## src/design/sgc_pkg.sv

```systemverilog
// Notes on behaviour
// - Motor type 0 outer sync, 1 async, 2 inner
// - Async-only parameters ignored for synchronous machines
// - Internal source: pulses equal count over divider
// - Distance scale from lift speed, machine rpm and pulses
// - Commanded speed scaled by speed ratio percent
// - Scheduling off: base gain pair always
// - Scheduling on: choose among four gain groups
// - Below first threshold at start: start group
// - Between thresholds mid group, above base pair
// - Decelerating below third threshold: deceleration group
// - Third threshold zero keeps previous group
// - Weigher enable gates readable load measurement
// - Load source 0 serial, 1 bipolar, 2 unipolar
// - Full load gives maximum compensation percent
// - Compensation enable: load times scale, else none
// - Per-floor adjustment added to compensation torque
package sgc_pkg;

    // ****************************************************************
    // Register word indices (byte address is index times four)
    // ****************************************************************
    localparam int unsigned CFG_WORDS   = 32;  // Decoded word slots
    localparam logic [4:0] IX_CTRL      = 5'h00; // Mode and enable bits
    localparam logic [4:0] IX_MOT_RPM   = 5'h01; // motor_rated_rpm
    localparam logic [4:0] IX_BACK_EMF  = 5'h02; // motor_back_emf
    localparam logic [4:0] IX_NOLOAD_I  = 5'h03; // no_load_current
    localparam logic [4:0] IX_SLIP      = 5'h04; // motor_rated_slip
    localparam logic [4:0] IX_LIFT_SPD  = 5'h05; // lift_rated_speed, mm/s
    localparam logic [4:0] IX_MACH_RPM  = 5'h06; // machine_rated_rpm
    localparam logic [4:0] IX_PPR       = 5'h07; // pulses_per_rev
    localparam logic [4:0] IX_ENC_CNT   = 5'h08; // encoder_pulse_count
    localparam logic [4:0] IX_ENC_DIV   = 5'h09; // encoder_div_ratio
    localparam logic [4:0] IX_SPD_PCT   = 5'h0a; // speed_ratio_pct
    localparam logic [4:0] IX_BASE_P    = 5'h0b; // base_prop_gain
    localparam logic [4:0] IX_BASE_I    = 5'h0c; // base_integ_gain
    localparam logic [4:0] IX_FREQ_ONE  = 5'h0d; // gain_switch_freq_one
    localparam logic [4:0] IX_FREQ_TWO  = 5'h0e; // gain_switch_freq_two
    localparam logic [4:0] IX_FREQ_DEC  = 5'h0f; // decel_switch_freq
    localparam logic [4:0] IX_START_P   = 5'h10; // start_group_prop_gain
    localparam logic [4:0] IX_START_I   = 5'h11; // start_group_integ_gain
    localparam logic [4:0] IX_MID_P     = 5'h12; // mid_group_prop_gain
    localparam logic [4:0] IX_MID_I     = 5'h13; // mid_group_integ_gain
    localparam logic [4:0] IX_DEC_P     = 5'h14; // decel_group_prop_gain
    localparam logic [4:0] IX_DEC_I     = 5'h15; // decel_group_integ_gain
    localparam logic [4:0] IX_MAX_COMP  = 5'h16; // max_comp_torque_pct
    localparam logic [4:0] IX_FLOOR_ADJ = 5'h17; // floor_load_adjust
    localparam logic [4:0] IX_LAST_RW   = 5'h17; // Highest writable slot
    localparam logic [4:0] IX_ST_PPR    = 5'h18; // Effective pulses per rev
    localparam logic [4:0] IX_ST_RPM    = 5'h19; // Effective machine rpm
    localparam logic [4:0] IX_ST_LOAD   = 5'h1a; // load_measure_value
    localparam logic [4:0] IX_ST_GAIN   = 5'h1b; // Active gain group
    localparam logic [4:0] IX_ST_TORQ   = 5'h1c; // Compensation torque
    localparam logic [4:0] IX_ST_UMPP   = 5'h1d; // Travel per pulse, um

    // ****************************************************************
    // Control word fields
    // ****************************************************************
    localparam int unsigned CF_MTYPE_LO = 0;  // motor_type_sel, 2 bits
    localparam int unsigned CF_MULTI    = 2;  // multi_gain_enable
    localparam int unsigned CF_WEIGH    = 3;  // weigher_enable
    localparam int unsigned CF_TCOMP    = 4;  // torque_comp_enable
    localparam int unsigned CF_LSRC_LO  = 5;  // load_source_sel, 2 bits
    localparam int unsigned CF_INT_PULS = 7;  // Internal pulse source

    // ****************************************************************
    // Reset values and scaling
    // ****************************************************************
    localparam logic [15:0] CTRL_RST    = 16'h0080; // Internal pulses
    localparam logic [15:0] PCT_FULL    = 16'h0064; // 100 percent
    localparam logic [15:0] LOAD_FULL   = 16'h2710; // Full load reading
    localparam logic [31:0] UM_PER_MIN  = 32'h0000ea60; // mm/s to um/min

    // ****************************************************************
    // Enumerations
    // ****************************************************************
    typedef enum logic [1:0] {
        MT_SYNC_OUTER = 2'b00,
        MT_ASYNC      = 2'b01,
        MT_SYNC_INNER = 2'b10
    } sgc_motor_t;

    typedef enum logic [1:0] {
        LS_SERIAL   = 2'b00,
        LS_BIPOLAR  = 2'b01,
        LS_UNIPOLAR = 2'b10
    } sgc_lsrc_t;

    typedef enum logic [1:0] {
        GS_BASE  = 2'b00,
        GS_START = 2'b01,
        GS_MID   = 2'b10,
        GS_DECEL = 2'b11
    } sgc_gain_t;

endpackage

```

## src/design/sgc_core.sv

```systemverilog
// Chosen here: the address map and register access over AHB-Lite.
`timescale 1ns/1ps
`default_nettype none
module sgc_core
    import sgc_pkg::*;
(
    // Clock and reset
    input  wire logic        hclk,
    input  wire logic        hresetn,
    // AHB-Lite slave
    input  wire logic        hsel,
    input  wire logic [31:0] haddr,
    input  wire logic [1:0]  htrans,
    input  wire logic        hwrite,
    input  wire logic [2:0]  hsize,
    input  wire logic [31:0] hwdata,
    input  wire logic        hready,
    output logic             hreadyout,
    output logic             hresp,
    output logic [31:0]      hrdata,
    // Drive control side
    input  wire logic        ctrl_tick,
    input  wire logic        run_active,
    input  wire logic        decel_active,
    input  wire logic [15:0] speed_cmd_freq,
    input  wire logic [15:0] motor_freq,
    input  wire logic [15:0] speed_cmd_in,
    input  wire logic [5:0]  floor_index,
    // Weighing inputs
    input  wire logic [15:0] load_serial,
    input  wire logic [15:0] load_bipolar,
    input  wire logic [15:0] load_unipolar,
    // Outputs to vector controller
    output logic [1:0]       motor_model,
    output logic [15:0]      async_back_emf,
    output logic [15:0]      async_noload_i,
    output logic [15:0]      async_slip,
    output logic [15:0]      ppr_eff,
    output logic [15:0]      machine_rpm_eff,
    output logic [15:0]      um_per_pulse,
    output logic [15:0]      speed_ref_out,
    output logic [15:0]      kp_out,
    output logic [15:0]      ki_out,
    output logic [1:0]       gain_group,
    output logic [15:0]      comp_torque
);

    // ****************************************************************
    // Helpers
    // ****************************************************************
    // Percent scaling, percent capped at full scale
    function automatic logic [15:0] scale_pct(input logic [15:0] v,
                                              input logic [15:0] pct);
        logic [31:0] prod;
        logic [15:0] p;
        p    = (pct > PCT_FULL) ? PCT_FULL : pct;
        prod = v * p;
        return 16'(prod / 32'(PCT_FULL));
    endfunction

    // Division that treats a zero divisor as one
    function automatic logic [31:0] safe_div(input logic [31:0] n,
                                             input logic [31:0] d);
        return (d == 32'h0) ? n : n / d;
    endfunction

    // ****************************************************************
    // Bus slave
    // ****************************************************************
    logic [15:0] cfg_reg [0:CFG_WORDS-1]; // Register words
    logic        wr_pend_reg;              // Write data phase pending
    logic [4:0]  wr_ix_reg;                // Index of pending write
    logic [15:0] gain_st;                  // Gain status word
    logic        addr_ok;                  // Address phase accepted
    logic [4:0]  a_ix;                     // Address phase index
    logic [15:0] rd_word;                  // Read mux output
    logic [15:0] load_meas_reg;            // Monitored serial load

    assign hreadyout = 1'b1;               // Zero wait states
    assign hresp     = 1'b0;               // Always OKAY
    assign addr_ok   = hsel & htrans[1] & hready;
    assign a_ix      = haddr[6:2];
    assign gain_st   = {14'h0, gain_group};

    // Write data phase tracking
    always_ff @(posedge hclk or negedge hresetn) begin
        if (!hresetn) begin
            wr_pend_reg <= 1'b0;
            wr_ix_reg   <= 5'h00;
        end else begin
            wr_pend_reg <= addr_ok & hwrite & (haddr[31:7] == 25'h0);
            wr_ix_reg   <= a_ix;
        end
    end

    // Configuration words, writes land in the data phase
    always_ff @(posedge hclk or negedge hresetn) begin
        if (!hresetn) begin
            for (int i = 0; i < CFG_WORDS; i++) begin
                cfg_reg[i] <= 16'h0000;
            end
            cfg_reg[IX_CTRL]    <= CTRL_RST;
            cfg_reg[IX_SPD_PCT] <= PCT_FULL;
        end else if (wr_pend_reg && wr_ix_reg <= IX_LAST_RW) begin
            cfg_reg[wr_ix_reg] <= hwdata[15:0];
        end
    end

    // Read mux, forwarding a write still in its data phase
    always_comb begin
        rd_word = 16'h0000;
        if (haddr[31:7] != 25'h0) begin
            rd_word = 16'h0000;            // Unmapped reads zero
        end else if (wr_pend_reg && wr_ix_reg == a_ix && a_ix <= IX_LAST_RW) begin
            rd_word = hwdata[15:0];
        end else begin
            case (a_ix)
                IX_ST_PPR:  rd_word = ppr_eff;
                IX_ST_RPM:  rd_word = machine_rpm_eff;
                IX_ST_LOAD: rd_word = load_meas_reg;
                IX_ST_GAIN: rd_word = gain_st;
                IX_ST_TORQ: rd_word = comp_torque;
                IX_ST_UMPP: rd_word = um_per_pulse;
                default:    rd_word = (a_ix <= IX_LAST_RW) ? cfg_reg[a_ix] : 16'h0000;
            endcase
        end
    end

    // Read data captured at the address phase
    always_ff @(posedge hclk or negedge hresetn) begin
        if (!hresetn) begin
            hrdata <= 32'h0;
        end else if (addr_ok && !hwrite) begin
            hrdata <= {16'h0, rd_word};
        end
    end

    // ****************************************************************
    // Motor model and hoistway scaling
    // ****************************************************************
    logic [15:0] ctrl_w;                   // Control word
    logic [1:0]  mtype;                    // Raw motor type field
    logic        is_async;                 // Async machine selected
    logic        int_puls;                 // Internal pulse source
    logic [31:0] ppr_calc;                 // Count over divider
    logic [31:0] umpp_calc;                // Travel per pulse

    assign ctrl_w   = cfg_reg[IX_CTRL];
    assign mtype    = ctrl_w[CF_MTYPE_LO +: 2];
    assign is_async = (mtype == MT_ASYNC);
    assign int_puls = ctrl_w[CF_INT_PULS];
    assign ppr_calc = safe_div(32'(cfg_reg[IX_ENC_CNT]), 32'(cfg_reg[IX_ENC_DIV]));
    assign umpp_calc = safe_div(32'(cfg_reg[IX_LIFT_SPD]) * UM_PER_MIN,
                                32'(machine_rpm_eff) * 32'(ppr_eff));

    // Model selection and async parameter gating
    always_ff @(posedge hclk or negedge hresetn) begin
        if (!hresetn) begin
            motor_model    <= MT_SYNC_OUTER;
            async_back_emf <= 16'h0000;
            async_noload_i <= 16'h0000;
            async_slip     <= 16'h0000;
        end else begin
            case (mtype)
                MT_ASYNC:      motor_model <= MT_ASYNC;
                MT_SYNC_INNER: motor_model <= MT_SYNC_INNER;
                default:       motor_model <= MT_SYNC_OUTER;
            endcase
            async_back_emf <= is_async ? cfg_reg[IX_BACK_EMF] : 16'h0000;
            async_noload_i <= is_async ? cfg_reg[IX_NOLOAD_I] : 16'h0000;
            async_slip     <= is_async ? cfg_reg[IX_SLIP] : 16'h0000;
        end
    end

    // Effective pulses and machine speed, then distance scale
    always_ff @(posedge hclk or negedge hresetn) begin
        if (!hresetn) begin
            ppr_eff         <= 16'h0000;
            machine_rpm_eff <= 16'h0000;
            um_per_pulse    <= 16'h0000;
        end else begin
            if (int_puls) begin
                ppr_eff         <= ppr_calc[15:0];
                machine_rpm_eff <= cfg_reg[IX_MOT_RPM];
            end else begin
                ppr_eff         <= cfg_reg[IX_PPR];
                machine_rpm_eff <= cfg_reg[IX_MACH_RPM];
            end
            um_per_pulse <= umpp_calc[15:0];
        end
    end

    // Commanded speed scaled by the speed ratio
    always_ff @(posedge hclk or negedge hresetn) begin
        if (!hresetn) begin
            speed_ref_out <= 16'h0000;
        end else begin
            speed_ref_out <= scale_pct(speed_cmd_in, cfg_reg[IX_SPD_PCT]);
        end
    end

    // ****************************************************************
    // Gain scheduling
    // ****************************************************************
    sgc_gain_t   gs_reg;                   // Active group
    sgc_gain_t   gs_next;                  // Group for next tick
    logic        multi_en;                 // Scheduling enabled
    logic [15:0] decel_thr;                // Deceleration threshold

    assign multi_en  = ctrl_w[CF_MULTI];
    assign decel_thr = cfg_reg[IX_FREQ_DEC];

    // Next group selection
    always_comb begin
        gs_next = gs_reg;
        if (!multi_en) begin
            gs_next = GS_BASE;
        end else if (!run_active) begin
            gs_next = GS_START;
        end else if (decel_active || gs_reg == GS_DECEL) begin
            if (gs_reg == GS_DECEL) begin
                gs_next = GS_DECEL;
            end else if (decel_thr != 16'h0000 && motor_freq < decel_thr) begin
                gs_next = GS_DECEL;
            end else begin
                gs_next = gs_reg;
            end
        end else if (speed_cmd_freq < cfg_reg[IX_FREQ_ONE] && gs_reg == GS_START) begin
            gs_next = GS_START;
        end else if (motor_freq < cfg_reg[IX_FREQ_TWO]) begin
            gs_next = GS_MID;
        end else begin
            gs_next = GS_BASE;
        end
    end

    // Group and gain pair change together on the tick
    always_ff @(posedge hclk or negedge hresetn) begin
        if (!hresetn) begin
            gs_reg <= GS_BASE;
            kp_out <= 16'h0000;
            ki_out <= 16'h0000;
        end else if (ctrl_tick) begin
            gs_reg <= gs_next;
            case (gs_next)
                GS_START: begin
                    kp_out <= cfg_reg[IX_START_P];
                    ki_out <= cfg_reg[IX_START_I];
                end
                GS_MID: begin
                    kp_out <= cfg_reg[IX_MID_P];
                    ki_out <= cfg_reg[IX_MID_I];
                end
                GS_DECEL: begin
                    kp_out <= cfg_reg[IX_DEC_P];
                    ki_out <= cfg_reg[IX_DEC_I];
                end
                default: begin
                    kp_out <= cfg_reg[IX_BASE_P];
                    ki_out <= cfg_reg[IX_BASE_I];
                end
            endcase
        end
    end

    assign gain_group = gs_reg;

    // ****************************************************************
    // Load compensation
    // ****************************************************************
    logic [15:0] load_sel;                 // Selected load magnitude
    logic        load_neg;                 // Bipolar source negative
    logic [15:0] floor_term;               // Per-floor correction
    logic [15:0] comp_mag;                 // Scaled load torque
    logic [15:0] max_comp;                 // Percent of rated torque

    assign max_comp   = cfg_reg[IX_MAX_COMP];
    assign floor_term = 16'(cfg_reg[IX_FLOOR_ADJ] * {10'h000, floor_index});

    // Weigher measurement, zero while disabled
    always_ff @(posedge hclk or negedge hresetn) begin
        if (!hresetn) begin
            load_meas_reg <= 16'h0000;
        end else begin
            load_meas_reg <= ctrl_w[CF_WEIGH] ? load_serial : 16'h0000;
        end
    end

    // Source selection, capped at full load
    always_comb begin
        load_neg = 1'b0;
        case (ctrl_w[CF_LSRC_LO +: 2])
            LS_SERIAL:   load_sel = load_meas_reg;
            LS_BIPOLAR: begin
                load_neg = load_bipolar[15];
                load_sel = load_neg ? 16'(-load_bipolar) : load_bipolar;
            end
            LS_UNIPOLAR: load_sel = load_unipolar;
            default:     load_sel = 16'h0000;
        endcase
        if (load_sel > LOAD_FULL) begin
            load_sel = LOAD_FULL;
        end
    end

    // Full load maps to max_comp percent, in hundredths of a percent
    assign comp_mag = scale_pct(load_sel, max_comp) ;

    // Signed torque output with floor correction
    always_ff @(posedge hclk or negedge hresetn) begin
        if (!hresetn) begin
            comp_torque <= 16'h0000;
        end else if (!ctrl_w[CF_TCOMP]) begin
            comp_torque <= 16'h0000;
        end else begin
            comp_torque <= (load_neg ? 16'(-comp_mag) : comp_mag)
                           + floor_term;
        end
    end
endmodule
`default_nettype wire

```

## config.mk

```make
export PLATFORM = sky130hd
export DESIGN_NAME = sgc_core
export DESIGN_NICKNAME = d
export VERILOG_FILES = /design/src/design/sgc_pkg.sv /design/src/design/sgc_core.sv
export SDC_FILE = /design/constraint.sdc
export NUM_CORES = 2
export LEC_CHECK = 0
export BUFFER_PORTS_ARGS = -buffer_cell sky130_fd_sc_hd__clkbuf_2
export CAP_MARGIN = 10
export CORE_MARGIN = 3
export CORE_UTILIZATION = 45
export CTS_CLUSTER_SIZE = 12
export DETAILED_ROUTE_END_ITERATION = 6
export GPL_TIMING_DRIVEN = 0
export SLEW_MARGIN = 30
export SYNTH_ARGS = -nofsm -noshare
export SYNTH_HDL_FRONTEND = slang
export SYNTH_SLANG_ARGS = --single-unit
```

## constraint.sdc

```tcl
create_clock -name hclk -period 194.9 [get_ports hclk]
set_input_delay 0 -clock hclk [delete_from_list [all_inputs] [get_ports hclk]]
set_output_delay 0 -clock hclk [all_outputs]
set_load 0.005 [all_outputs]
```

==> impl_metrics.csv <==
group,metric,value,unit
global_routing,grt-ovfl-total,0,
worst_setup_path,crit_path_end_kind,"flop",
worst_setup_path,cp-start-kind,"flop",
placed_design,gp_congestion,1.01,
placed_design,dp.cells,16800,
sta,fin_skew,0.0266,ns
clock_tree,cts_buffer_depth,3,
global_routing,grt_start_max_net_pins,84,
sta,fin_crit,147.40,ns
placed_design,portBuffers,335,
route,routed_wl,383000,um
clock_tree,cts_sinks,586,
clock_tree,cts_htree_levels,3,
sta,worstMarginPinSlew,1.16,ns
clock_tree,postCtsSetupRepairBufs,0,
synthesis,yosysSeqAreaShare,0.133,
sta,final_hold_viol_count,0,
clock_tree,clock_latency,0.66,ns
synthesis,synth.top_cell.area_share,0.156,
sta,finalSetupViolCount,0,
route,drt-wirelength-per-cell,22.6,um
clock_tree,clkSlewWorstSetupHoldPaths,0.06,ns
worst_setup_path,cp_data_arrival_time,147.82,ns
worst_setup_path,cp.required,195.32,ns
die,initial_core_util,0.453,
worst_setup_path,slowest_stage,"dfrtp_1",
global_routing,grt_pass1_vias,102000,
global_routing,met1_usage,0.371,
worst_setup_path,crit_fanout,10,
synthesis,yosysWarnings,0,
global_routing,grt_pass1_wl,591000,um
global_routing,gr-max-usage-layer,"met2",
die,io_pins,377,
sta,rsz0062_at_grt,"no",
die,die_area,252000,um^2
clock_tree,cts_root_buf,"clkbuf_16",
route,viasPerCell,5.99,
global_routing,grt_util_met3,0.0503,
hold_path,hold_path_class,"input port to flop",
worst_setup_path,slowest_delay,0.95,ns
die,die_height,502,um
synthesis,synth_top_cell_by_area,"ha_1",
layout,final_common_cell,"ha_1",
placed_design,dp_hpwl,314000,um
die,rows,181,
global_routing,antenna_found_initial,20,
run,maxCapViolCount,0,
layout,final_layout_size_suffix_gt1_frac,0.134,
worst_setup_path,crit_buf_inv,53,
layout,largest_register_ffs,336,
synthesis,synth_area_leaders,"ha_1 16%, dfrtp_1 13%, fa_1 13%",
outcome,violations,"design-rule violations",
worst_setup_path,cp_top_family,"compound AO/OA/AOI/OAI gates",
worst_setup_path,crit_top_cell,"o21a_1",
layout,final_cell_mix,"1,376 x ha_1, 1,127 x inv_1, 1,080 x nand2_1",
sta,fmax,6.78,MHz
clock_tree,hold_buffers,45,
route,dr.pass1.iters,7,
synthesis,postSynthAreaPerCell,8.58,um^2
layout,nNetsFinal,16000,
clock_tree,cts_tree,"yes",
synthesis,postSynthCellCount,12900,
worst_setup_path,rrSetupSlack,47.50,ns
global_routing,grt_usage,0.299,
die,fp.dieW,502,um
worst_setup_path,criticalPathCategory,"flop to flop",
route,drt_iter0_drc,7610,
outcome,outcome,"finished with violations",
clock_tree,cts_buffers,71,
route,drc,1,
synthesis,ys_ff_latch,586,
route,num_vias,102000,
sta,finalCritPeriodShare,0.756,
synthesis,synth_area,110000,um^2
sta,setup_tns,0,ns
synthesis,synth_edf_count,0,
layout,instances_no_fill,17000,
layout,syn_to_final_growth,9.79,%
global_routing,grtUsageMet2,0.502,
sta,slew_headroom,0.226,
synthesis,ys_types,176,
sta,finalMaxSlewViolations,0,
synthesis,synthFlopType,"dfrtp_1",
clock_tree,cts_resized,0,
synthesis,async_reset_ff_frac,1.00,
route,antenna_left,0,
die,core,244000,um^2
[final timing paths]
| check | start | end | cells after the start |
|---|---|---|---|
| max | ppr_eff[6]$_DFF_PN0_ | um_per_pulse[0]$_DFF_PN0_ | 690 |
| max in group asynchronous | hresetn | um_per_pulse[15]$_DFF_PN0_ | 6 |
| min in group asynchronous | hresetn | speed_ref_out[4]$_DFF_PN0_ | 4 |
| max reg2reg | ppr_eff[6]$_DFF_PN0_ | um_per_pulse[0]$_DFF_PN0_ | 690 |
| min reg2reg | hrdata[7]$_DFFE_PN0P_ | hrdata[7]$_DFFE_PN0P_ | 2 |
| min | haddr[3] | wr_ix_reg[1]$_DFF_PN0_ | 2 |
[synthesized netlist by cell type (57+ instances only)]
cell / n
nor2_1: 858
clkbuf_1: 364
dfrtp_1: 582
o21a_1: 654
a21o_1: 249
xnor2_1: 301
inv_1: 1148
o21ai_0: 473
nor2b_1: 97
a31oi_1: 71
mux2_2: 733
nand3_1: 165
a211oi_1: 78
nand4_1: 131
nand2b_1: 128
fa_1: 701
or2_2: 62
and2_1: 313
o31ai_1: 319
xor2_1: 180
nand2_1: 1080
and3_1: 61
mux2i_1: 112
nor4_1: 64
mux4_2: 113
o211ai_1: 57
a21oi_1: 584
ha_1: 1376
nor3_1: 717
[kinds of logic (layout without fill, tap and decap cells)]
logic type,after synthesis,in the layout,share of synthesized area
fa+ha+maj,2097,2097,0.285
xor+xnor,500,500,0.0410
other cells,2,345,0.0000680
compound gates,3155,3155,0.201
simple gates,3903,3903,0.171
flops,586,586,0.133
mux,964,964,0.109
buf+inv,1668,2222,0.0614
[metrics by stage]
step / utilization / hold WS (ns) / setup WS, ns / cell area [um^2]
global route: 0.498 / 0.0782 / 37.05 / 121000
floorplan: - / -0.296 / 73.19 / 112000
global placement: 0.482 / 0.194 / 52.70 / 117000
CTS: 0.498 / 0.0641 / 49.45 / 121000
detailed placement: 0.486 / -0.0184 / 50.13 / 118000
finish: 0.498 / 0.111 / 47.50 / 121000
[per-layer routing]
| layer | vias to the layer above | wire (um) |
|---|---|---|
| met5 | - | 103 |
| met4 | 16 | 22500 |
| met3 | 793 | 25800 |
| met2 | 3313 | 179000 |
| met1 | 49900 | 156000 |
| li1 | 47700 | - |
[final cells by class]
type                            instances  area, um^2
Antenna cell                            9        22.5
Buffer                                516        2490
Clock buffer                           96        2000
Clock inverter                         32         454
Fill cell                           23100      122000
Inverter                             1152        4330
Multi-Input combinational cell      11000       90500
Sequential cell                       586       14700
Tap cell                             3202        4010
Timing Repair Buffer                  426        2840
Power is left out: the tool's default activity adds up to more than one toggle a clock period on the data nets, which glitch-free logic cannot reach.
